==> src/design/rtc_defs.vh <==
`ifndef RTC_DEFS_VH
`define RTC_DEFS_VH

// register byte offsets
`define RTC_OFS_TIME 12'h000
`define RTC_OFS_CTRL 12'h004
`define RTC_OFS_ALARM 12'h008
`define RTC_OFS_SWATCH 12'h00c
`define RTC_OFS_STAT 12'h010
`define RTC_OFS_MASK 12'h014
`define RTC_OFS_WAKE 12'h018

// time word layout
`define RTC_SEC_LSB 0
`define RTC_SEC_MSB 5
`define RTC_MIN_LSB 6
`define RTC_MIN_MSB 11
`define RTC_HOUR_LSB 12
`define RTC_HOUR_MSB 16
`define RTC_DAY_LSB 17
`define RTC_DAY_MSB 31

// counter limits
`define RTC_SEC_LAST 6'h3b
`define RTC_MIN_LAST 6'h3b
`define RTC_HOUR_LAST 5'h17
`define RTC_DAY_LAST 15'h7fff

// control bits
`define RTC_CTRL_ALM_TOD 0
`define RTC_CTRL_ALM_DAY 1
`define RTC_CTRL_SW_EN 2
`define RTC_CTRL_W 3

// status / mask / wake bits
`define RTC_EV_SEC 0
`define RTC_EV_MIN 1
`define RTC_EV_HOUR 2
`define RTC_EV_DAY 3
`define RTC_EV_ALM_TOD 4
`define RTC_EV_ALM_DAY 5
`define RTC_EV_SW 6
`define RTC_EV_W 7

// reset values
`define RTC_RST_TIME 32'h00000000
`define RTC_RST_CTRL 3'h0
`define RTC_RST_ALARM 32'h00000000
`define RTC_RST_MASK 7'h00
`define RTC_RST_WAKE 7'h00

// crystal frequency in hz and prescale count for a 1 hz tick
`define RTC_XTAL_HZ 32768
`define RTC_TICK_HZ 1
`define RTC_PRESCALE (`RTC_XTAL_HZ / `RTC_TICK_HZ)

`endif

==> src/design/rtc_prescale.v <==
`timescale 1ns/1ps
`include "rtc_defs.vh"

module rtc_prescale #(
	parameter DIV = `RTC_PRESCALE
) (
	input wire clk, // system clock
	input wire rst_n, // async reset, active low
	input wire xtal_clk, // crystal clock level, sampled
	output reg tick // one-cycle 1 hz pulse
);

reg xtal_d_reg;
reg [31:0] cnt_reg;
wire xtal_rise;

assign xtal_rise = xtal_clk & ~xtal_d_reg;

// one tick per DIV crystal rising edges
always @(posedge clk or negedge rst_n) begin
	if (!rst_n) begin
		xtal_d_reg <= 1'b0;
		cnt_reg <= 32'h00000000;
		tick <= 1'b0;
	end else begin
		xtal_d_reg <= xtal_clk;
		tick <= 1'b0;
		if (xtal_rise) begin
			if (cnt_reg == DIV - 1) begin
				cnt_reg <= 32'h00000000;
				tick <= 1'b1;
			end else begin
				cnt_reg <= cnt_reg + 32'h00000001;
			end
		end
	end
end

endmodule // rtc_prescale

==> src/design/rtc_top.v <==
// How it works
// - prescaler turns crystal into 1 hz tick
// - seconds and minutes count modulo sixty
// - hours modulo 24, days count 32768
// - per second/minute/hour/day interrupts, each maskable
// - enabled alarm fires when time equals setting
// - time-of-day alarm and day-plus-time alarm
// - stopwatch loaded, decrements on every 1 hz tick
// - enabled stopwatch interrupts on underflow
// - enabled events raise wakeup request
// - same wakeup ends deep sleep, hibernate
// - counting never depends on processor power state
`timescale 1ns/1ps
`include "rtc_defs.vh"

module rtc_top #(
	parameter PRESCALE = `RTC_PRESCALE,
	parameter SW_W = 16
) (
	input wire clk, // system clock, 20 mhz
	input wire rst_n, // async reset, active low
	input wire xtal_clk, // 32.768 khz crystal clock level
	input wire psel, // apb select
	input wire penable, // apb enable
	input wire pwrite, // apb direction
	input wire [11:0] paddr, // apb byte address
	input wire [31:0] pwdata, // apb write data
	output reg [31:0] prdata, // apb read data
	output reg pready, // apb ready
	output reg pslverr, // apb error, unmapped address
	output reg irq, // level interrupt
	output reg wake_req // level wakeup to power management
);

////////////////////////////////////////////////////////////////////////////
// prescaler

wire tick;

// runs from its own crystal; no processor sleep input gates it
rtc_prescale #(
	.DIV(PRESCALE)
) u_ps (
	.clk(clk),
	.rst_n(rst_n),
	.xtal_clk(xtal_clk),
	.tick(tick)
);

////////////////////////////////////////////////////////////////////////////
// apb decode

wire acc;
wire wr;
wire rd;
wire hit_time;
wire hit_ctrl;
wire hit_alarm;
wire hit_sw;
wire hit_stat;
wire hit_mask;
wire hit_wake;
wire mapped;

// one wait state: pready rises in the second access cycle
assign acc = psel & penable & pready;
assign wr = acc & pwrite & mapped;
assign rd = acc & ~pwrite & mapped;
assign hit_time = (paddr == `RTC_OFS_TIME);
assign hit_ctrl = (paddr == `RTC_OFS_CTRL);
assign hit_alarm = (paddr == `RTC_OFS_ALARM);
assign hit_sw = (paddr == `RTC_OFS_SWATCH);
assign hit_stat = (paddr == `RTC_OFS_STAT);
assign hit_mask = (paddr == `RTC_OFS_MASK);
assign hit_wake = (paddr == `RTC_OFS_WAKE);
assign mapped = hit_time | hit_ctrl | hit_alarm | hit_sw | hit_stat |
	hit_mask | hit_wake;

////////////////////////////////////////////////////////////////////////////
// registers

reg [5:0] sec_reg;
reg [5:0] min_reg;
reg [4:0] hour_reg;
reg [14:0] day_reg;
reg [`RTC_CTRL_W-1:0] ctrl_reg;
reg [31:0] alarm_reg;
reg [SW_W-1:0] sw_reg;
reg sw_armed_reg;
reg [`RTC_EV_W-1:0] stat_reg;
reg [`RTC_EV_W-1:0] mask_reg;
reg [`RTC_EV_W-1:0] wake_reg;
reg [`RTC_EV_W-1:0] clr_reg;
reg match_tod_d_reg;
reg match_day_d_reg;

wire sec_wrap;
wire min_wrap;
wire hour_wrap;
wire [31:0] time_word;
wire match_tod;
wire match_day;
wire sw_under;
wire [`RTC_EV_W-1:0] events;

assign sec_wrap = tick & (sec_reg == `RTC_SEC_LAST);
assign min_wrap = sec_wrap & (min_reg == `RTC_MIN_LAST);
assign hour_wrap = min_wrap & (hour_reg == `RTC_HOUR_LAST);
assign time_word = {day_reg, hour_reg, min_reg, sec_reg};

// time-of-day match ignores the day field; full match adds it
assign match_tod =
	(sec_reg == alarm_reg[`RTC_SEC_MSB:`RTC_SEC_LSB]) &
	(min_reg == alarm_reg[`RTC_MIN_MSB:`RTC_MIN_LSB]) &
	(hour_reg == alarm_reg[`RTC_HOUR_MSB:`RTC_HOUR_LSB]);
assign match_day = match_tod &
	(day_reg == alarm_reg[`RTC_DAY_MSB:`RTC_DAY_LSB]);

// underflow: a tick arriving while the armed count is already zero
assign sw_under = tick & ctrl_reg[`RTC_CTRL_SW_EN] & sw_armed_reg &
	(sw_reg == {SW_W{1'b0}});

// fire on entering a match, so a held match does not refire each cycle
assign events[`RTC_EV_SEC] = tick;
assign events[`RTC_EV_MIN] = sec_wrap;
assign events[`RTC_EV_HOUR] = min_wrap;
assign events[`RTC_EV_DAY] = hour_wrap;
assign events[`RTC_EV_ALM_TOD] = ctrl_reg[`RTC_CTRL_ALM_TOD] & match_tod &
	~match_tod_d_reg;
assign events[`RTC_EV_ALM_DAY] = ctrl_reg[`RTC_CTRL_ALM_DAY] & match_day &
	~match_day_d_reg;
assign events[`RTC_EV_SW] = sw_under;

////////////////////////////////////////////////////////////////////////////
// time counters; a software write wins over a tick in the same cycle

always @(posedge clk or negedge rst_n) begin
	if (!rst_n) begin
		sec_reg <= 6'h00;
		min_reg <= 6'h00;
		hour_reg <= 5'h00;
		day_reg <= 15'h0000;
	end else if (wr & hit_time) begin
		sec_reg <= pwdata[`RTC_SEC_MSB:`RTC_SEC_LSB];
		min_reg <= pwdata[`RTC_MIN_MSB:`RTC_MIN_LSB];
		hour_reg <= pwdata[`RTC_HOUR_MSB:`RTC_HOUR_LSB];
		day_reg <= pwdata[`RTC_DAY_MSB:`RTC_DAY_LSB];
	end else if (tick) begin
		if (sec_wrap) begin
			sec_reg <= 6'h00;
			if (min_wrap) begin
				min_reg <= 6'h00;
				if (hour_wrap) begin
					hour_reg <= 5'h00;
					if (day_reg == `RTC_DAY_LAST)
						day_reg <= 15'h0000;
					else
						day_reg <= day_reg + 15'h0001;
				end else begin
					hour_reg <= hour_reg + 5'h01;
				end
			end else begin
				min_reg <= min_reg + 6'h01;
			end
		end else begin
			sec_reg <= sec_reg + 6'h01;
		end
	end
end

////////////////////////////////////////////////////////////////////////////
// stopwatch

always @(posedge clk or negedge rst_n) begin
	if (!rst_n) begin
		sw_reg <= {SW_W{1'b0}};
		sw_armed_reg <= 1'b0;
	end else if (wr & hit_sw) begin
		sw_reg <= pwdata[SW_W-1:0];
		sw_armed_reg <= 1'b1;
	end else if (tick & ctrl_reg[`RTC_CTRL_SW_EN]) begin
		if (sw_reg != {SW_W{1'b0}})
			sw_reg <= sw_reg - {{(SW_W-1){1'b0}}, 1'b1};
		else
			sw_armed_reg <= 1'b0; // one interrupt per load
	end
end

////////////////////////////////////////////////////////////////////////////
// control registers

always @(posedge clk or negedge rst_n) begin
	if (!rst_n) begin
		ctrl_reg <= `RTC_RST_CTRL;
		alarm_reg <= `RTC_RST_ALARM;
		mask_reg <= `RTC_RST_MASK;
		wake_reg <= `RTC_RST_WAKE;
		match_tod_d_reg <= 1'b0;
		match_day_d_reg <= 1'b0;
	end else begin
		match_tod_d_reg <= match_tod;
		match_day_d_reg <= match_day;
		if (wr & hit_ctrl)
			ctrl_reg <= pwdata[`RTC_CTRL_W-1:0];
		if (wr & hit_alarm)
			alarm_reg <= pwdata;
		if (wr & hit_mask)
			mask_reg <= pwdata[`RTC_EV_W-1:0];
		if (wr & hit_wake)
			wake_reg <= pwdata[`RTC_EV_W-1:0];
	end
end

////////////////////////////////////////////////////////////////////////////
// sticky status: read clears the bits set as it completes, even an event that arrived after the data was sampled; a later event wins

always @(posedge clk or negedge rst_n) begin
	if (!rst_n) begin
		stat_reg <= {`RTC_EV_W{1'b0}};
		clr_reg <= {`RTC_EV_W{1'b0}};
	end else begin
		clr_reg <= (rd & hit_stat) ? stat_reg : {`RTC_EV_W{1'b0}};
		stat_reg <= (stat_reg & ~clr_reg) | events;
	end
end

////////////////////////////////////////////////////////////////////////////
// interrupt and wakeup outputs

always @(posedge clk or negedge rst_n) begin
	if (!rst_n) begin
		irq <= 1'b0;
		wake_req <= 1'b0;
	end else begin
		irq <= |(stat_reg & ~clr_reg & mask_reg);
		// one level serves sleep, deep sleep and hibernate exit
		wake_req <= |(stat_reg & ~clr_reg & wake_reg);
	end
end

////////////////////////////////////////////////////////////////////////////
// apb response

reg [31:0] rdata_next;

always @* begin
	rdata_next = 32'h00000000;
	case (1'b1)
		hit_time: rdata_next = time_word;
		hit_ctrl: rdata_next[`RTC_CTRL_W-1:0] = ctrl_reg;
		hit_alarm: rdata_next = alarm_reg;
		hit_sw: rdata_next[SW_W-1:0] = sw_reg;
		hit_stat: rdata_next[`RTC_EV_W-1:0] = stat_reg & ~clr_reg;
		hit_mask: rdata_next[`RTC_EV_W-1:0] = mask_reg;
		hit_wake: rdata_next[`RTC_EV_W-1:0] = wake_reg;
		default: rdata_next = 32'h00000000;
	endcase
end

always @(posedge clk or negedge rst_n) begin
	if (!rst_n) begin
		pready <= 1'b0;
		pslverr <= 1'b0;
		prdata <= 32'h00000000;
	end else begin
		pready <= psel & penable & ~pready;
		pslverr <= psel & penable & ~pready & ~mapped;
		if (psel & penable & ~pready & ~pwrite)
			prdata <= rdata_next;
	end
end

endmodule // rtc_top

==> config.mk <==
export PLATFORM = sky130hd
export DESIGN_NAME = rtc_top
export DESIGN_NICKNAME = d
export VERILOG_FILES = /design/src/design/rtc_prescale.v /design/src/design/rtc_top.v
export VERILOG_INCLUDE_DIRS = /design/src /design/src/design
export SDC_FILE = /design/constraint.sdc
export NUM_CORES = 1
export LEC_CHECK = 0
export ABC_AREA = 1
export BUFFER_PORTS_ARGS = -buffer_cell sky130_fd_sc_hd__buf_4
export CORE_UTILIZATION = 50
export DETAILED_ROUTE_END_ITERATION = 16
export GPL_TIMING_DRIVEN = 0
export PLACE_DENSITY = 0.79
export SYNTH_ARGS = -nofsm -noshare
export SYNTH_HDL_FRONTEND = slang
export SYNTH_SLANG_ARGS = --single-unit
==> constraint.sdc <==
create_clock -name clk -period 2.4 [get_ports clk]
set_input_delay 0.48 -clock clk [delete_from_list [all_inputs] [get_ports clk]]
set_output_delay 0.48 -clock clk [all_outputs]
set_load 0.005 [all_outputs]
==> impl_results.md <==
- Area of the core region: around 20,000 um2
- Count of mapped cells out of synthesis: around 1,400
- Congestion Overflow GR: 0
- Number of violations reported at the end of detailed-routing iteration 0: ~1,200
- Top Ports: 86
- Post-synthesis net count: approximately 1,500
- Static Leak: ~0.006 uW
- Slew at the pin with the worst max-slew slack: 658.8 ps
- Distinct cells, synth: 43
- Starting density of the core: around half
- Crit-path cells: inv_1, ha_1, nand3_1, nor2_1, nand4_2, nand2_2, inv_1, buf_2, nand3_1, nand2_1, nand2_1, o21ai_0
- CTS tree: built
- Worst hold slack: approximately 150 ps
- Routed vias: about 10,000
- Ratio of cells with drive above 1 in the final layout: about 12%
- Total GRT Usage: between 20 and 30%
- Largest delay share family, worst path: simple AND/OR/NAND/NOR gates
- Worst IR drop on VDD: 0.5170 mV
- Cell area reported after detailed placement: ~12,000 um2
- Setup total negative slack: 0 ps
- Number of pins exceeding their max-slew limit in the final report: 0
- Number of hold-slack violations in the final timing report: 0
- Max_cap viols: 0
- Buffers plus inverters on the worst setup path: 3
- Number of setup violations in the final report: 0
- Number of placement rows: 52
- Clock slew at reported path FFs: approximately 70 ps
- Critical Path Sink Type: flip-flop
- WL final: ~30,000 um
- Vias in the first global route: 9,699
- End point of the worst hold path: u_ps.xtal_d_reg
- Clk_skew: between 8 and 9 ps
- Yosys Warn Count: 0
- Routed Antenna Nets: 0
- Internal reg-to-reg setup slack: 90 ps
- RSZ-0062 raised after global routing: no
- Clock tree buffer depth: 2
- Seq/Total Area, Yosys: 43.68%
- Async set-reset flop share out of synthesis: 100.0%
- N_diodes: 0
- Smallest setup slack after layout: 93.23 ps
- Number of buffers added for setup after CTS: 0
- Run status: finished clean
- Worst-path cell with the longest stage delay: sky130_fd_sc_hd__dfrtp_1
- Sum of net half-perimeters after detailed placement: about 22,000 um
- Maximum achievable frequency: 433.5 MHz
- Initial antenna violation count: 0
- H-Tree Level Count: 4
- Category of the critical setup timing path: reg -> reg
- DRC violation count after routing: 0
- CP peak stage delay: 410 ps
- Critical path arrival: roughly 2600 ps
- Cell area after technology mapping: 10,540 um2
- Worst setup timing slack at the placement stage: between 50 and 60 ps
- Synthesized area per cell: approximately 7.4 um2
- Period utilization: a little over nine tenths
- IO Port Bufs: 85
- Number of sinks on the clock net: between 150 and 200
- Most instantiated flip-flop cell in the synthesis netlist: sky130_fd_sc_hd__dfrtp_1
- Path category of the worst min-delay check: in -> reg
- Cell depth of the worst flop-to-flop path: 12
- Data required time at the worst endpoint: ~2700 ps
- Clock latency reported for the late side of the worst-skew pair: roughly 450 ps
- Pin count of the biggest net entering global routing: between 100 and 150
- Vias per Instance: between 5 and 6
- Global-route wire length before repair: 48,530 um
- Area delta synth->final: 15.31%
- Area of the die: between 20,000 and 25,000 um2
- Fin area: ~12,000 um2
- Startpoint Class: flip-flop
- Power density of the placed cells: ~560 nW/um2
- Reg2reg start: sw_reg[1]
- Worst reg2reg path endpoint: sw_reg[3]
- Number of flip-flops and latches in the synthesized netlist: between 150 and 200
- Net count reported at finish: about 1,600
- Drt first pass iters: 6
- Hold Path Cell Cnt: 1
- Maximum fanout count along the critical path: 10
- Die span in x: about 150 um
- Die boundary height: around 150 um
- Root cell of the clock tree: sky130_fd_sc_hd__clkbuf_16
- EDFF count, synth: 0
- Normalized max-slew margin: between 50 and 60%
- Per-cell routed wire length: between 15 and 20 um
- Worst hold start: xtal_clk
- Minimum clock period: about 2300 ps
- Number of buffers inserted during clock tree synthesis: 17
- Global placement routability congestion: around 1
==> routing by layer <==
layer  track usage [%]  wire [um]  up-vias  share of wire [%]
met5                 0          0        -                  0
met2             44.25      13570      561                 45
met1             38.82      12580     4788                 42
met4             13.30       1263        0                4.2
li1                  -          -     4855                  -
met3             4.783       2544       97                8.5
==> worst reg2reg max path, stage by stage (launching register included) <==
cell and delay, ps:
sky130_fd_sc_hd__dfrtp_1 410, sky130_fd_sc_hd__inv_1 160, sky130_fd_sc_hd__ha_1 220, sky130_fd_sc_hd__nand3_1 150, sky130_fd_sc_hd__nor2_1 210, sky130_fd_sc_hd__nand4_2 250, sky130_fd_sc_hd__nand2_2 210, sky130_fd_sc_hd__inv_1 100
sky130_fd_sc_hd__buf_2 200, sky130_fd_sc_hd__nand3_1 80, sky130_fd_sc_hd__nand2_1 50, sky130_fd_sc_hd__nand2_1 60, sky130_fd_sc_hd__o21ai_0 70
==> cell type report <==
type,count,area (um2)
clock inverters,15,153.9
well taps,270,337.8
flip-flops and latches,184,4606
inverters,169,639.4
fillers,1884,8274
multi-input cells,1024,5029
repair buffers,87,683.2
plain buffers,56,281.5
clock buffers,17,425.4
==> per-stage QoR <==
step                      total power [uW]  utilization (%)  instances
after floorplan                       3656                -       1433
after global placement                4022            56.38       1788
after detailed placement              4046            56.55       1789
after CTS                             6849            59.43       1822
after global routing                  7051            59.50       1822
final                                 6815            59.50       1822
==> cell families after synthesis <==
group | synth area share, %
adder cells (fa/ha/maj) | 0.7121
AND/OR/NAND/NOR | 34.16
XOR/XNOR | 5.318
AO/OA/AOI/OAI | 7.395
buffers and inverters | 8.736
flip-flops | 43.68
==> power by group <==
group | leakage [uW] | internal (uW) | switching, uW
logic | 0.00348 | 290 | 338
clock network | 0.000281 | 1470 | 1360
registers | 0.00238 | 3250 | 112
==> synthesized netlist by cell type (2+ instances only) <==
cell type / n / share of area, %
sky130_fd_sc_hd__o21ai_1: 25 / 1.2
sky130_fd_sc_hd__or2_2: 5 / 0.30
sky130_fd_sc_hd__nand2_1: 402 / 14
sky130_fd_sc_hd__buf_4: 4 / 0.28
sky130_fd_sc_hd__ha_1: 6 / 0.71
sky130_fd_sc_hd__inv_1: 160 / 5.7
sky130_fd_sc_hd__nor3b_1: 2 / 0.14
sky130_fd_sc_hd__clkbuf_1: 27 / 0.96
sky130_fd_sc_hd__buf_6: 4 / 0.43
sky130_fd_sc_hd__o22a_1: 7 / 0.58
sky130_fd_sc_hd__nand4_1: 62 / 3.7
sky130_fd_sc_hd__nor3_1: 34 / 1.6
sky130_fd_sc_hd__xor2_1: 49 / 4.1
sky130_fd_sc_hd__xnor2_1: 15 / 1.2
sky130_fd_sc_hd__a41oi_1: 2 / 0.17
sky130_fd_sc_hd__nor2_1: 154 / 5.5
sky130_fd_sc_hd__o22ai_1: 2 / 0.12
sky130_fd_sc_hd__a21oi_1: 13 / 0.62
sky130_fd_sc_hd__nand3b_1: 2 / 0.14
sky130_fd_sc_hd__a221oi_1: 18 / 1.5
sky130_fd_sc_hd__o21ai_0: 55 / 2.6
sky130_fd_sc_hd__dfrtp_1: 184 / 44
sky130_fd_sc_hd__clkinv_1: 2 / 0.071
sky130_fd_sc_hd__inv_2: 5 / 0.18
sky130_fd_sc_hd__nand2_2: 8 / 0.47
sky130_fd_sc_hd__o211ai_1: 3 / 0.21
sky130_fd_sc_hd__nor4_1: 14 / 0.83
sky130_fd_sc_hd__nor2_2: 10 / 0.59
sky130_fd_sc_hd__nand3_1: 125 / 5.9
sky130_fd_sc_hd__inv_4: 2 / 0.12
sky130_fd_sc_hd__buf_2: 20 / 0.95
==> worst max-delay path by stage <==
stage | endpoint | cells past startpoint | startpoint | slack, ps
after floorplan | day_reg[9] | 13 | paddr[11] | 590
after global placement | u_ps.cnt_reg[31] | 1 | rst_n | -310
after detailed placement | alarm_reg[3] | 14 | paddr[7] | 60
after CTS | sw_reg[3] | 12 | sw_reg[1] | 120
after global routing | sw_reg[3] | 12 | sw_reg[1] | 2
final | sw_reg[3] | 12 | sw_reg[1] | 90
==> layout by cell type, fill, tap and decap left out, types with 2 or more instances in the layout <==
master                       count
sky130_fd_sc_hd__nand2_1       399
sky130_fd_sc_hd__dfrtp_1       183
sky130_fd_sc_hd__inv_1         160
sky130_fd_sc_hd__nor2_1        154
sky130_fd_sc_hd__nand3_1       125
sky130_fd_sc_hd__buf_4          88
sky130_fd_sc_hd__nand4_1        62
sky130_fd_sc_hd__o21ai_0        55
sky130_fd_sc_hd__xor2_1         49
sky130_fd_sc_hd__nor3_1         33
sky130_fd_sc_hd__clkbuf_1       27
sky130_fd_sc_hd__o21ai_1        25
sky130_fd_sc_hd__buf_2          20
sky130_fd_sc_hd__a221oi_1       18
sky130_fd_sc_hd__clkbuf_16      17
sky130_fd_sc_hd__xnor2_1        15
sky130_fd_sc_hd__nor4_1         14
sky130_fd_sc_hd__a21oi_1        13
sky130_fd_sc_hd__nand2_2        11
sky130_fd_sc_hd__nor2_2         10
sky130_fd_sc_hd__o22a_1          7
sky130_fd_sc_hd__ha_1            6
sky130_fd_sc_hd__inv_6           6
sky130_fd_sc_hd__or2_2           5
sky130_fd_sc_hd__inv_2           5
sky130_fd_sc_hd__buf_6           4
sky130_fd_sc_hd__o211ai_1        3
sky130_fd_sc_hd__inv_8           3
sky130_fd_sc_hd__clkinv_1        2
sky130_fd_sc_hd__inv_4           2
sky130_fd_sc_hd__a41oi_1         2
sky130_fd_sc_hd__nor3b_1         2
sky130_fd_sc_hd__nand3b_1        2
sky130_fd_sc_hd__o22ai_1         2
sky130_fd_sc_hd__clkinvlp_4      2
sky130_fd_sc_hd__clkinv_4        2
==> timing repair <==
item	4_1_cts	5_1_grt
resized for setup	0	5
hold buffers	1	0
endpoints found under the setup margin	0	19
endpoints found under the hold margin	46	0
Power figures use the tool's default switching activity.
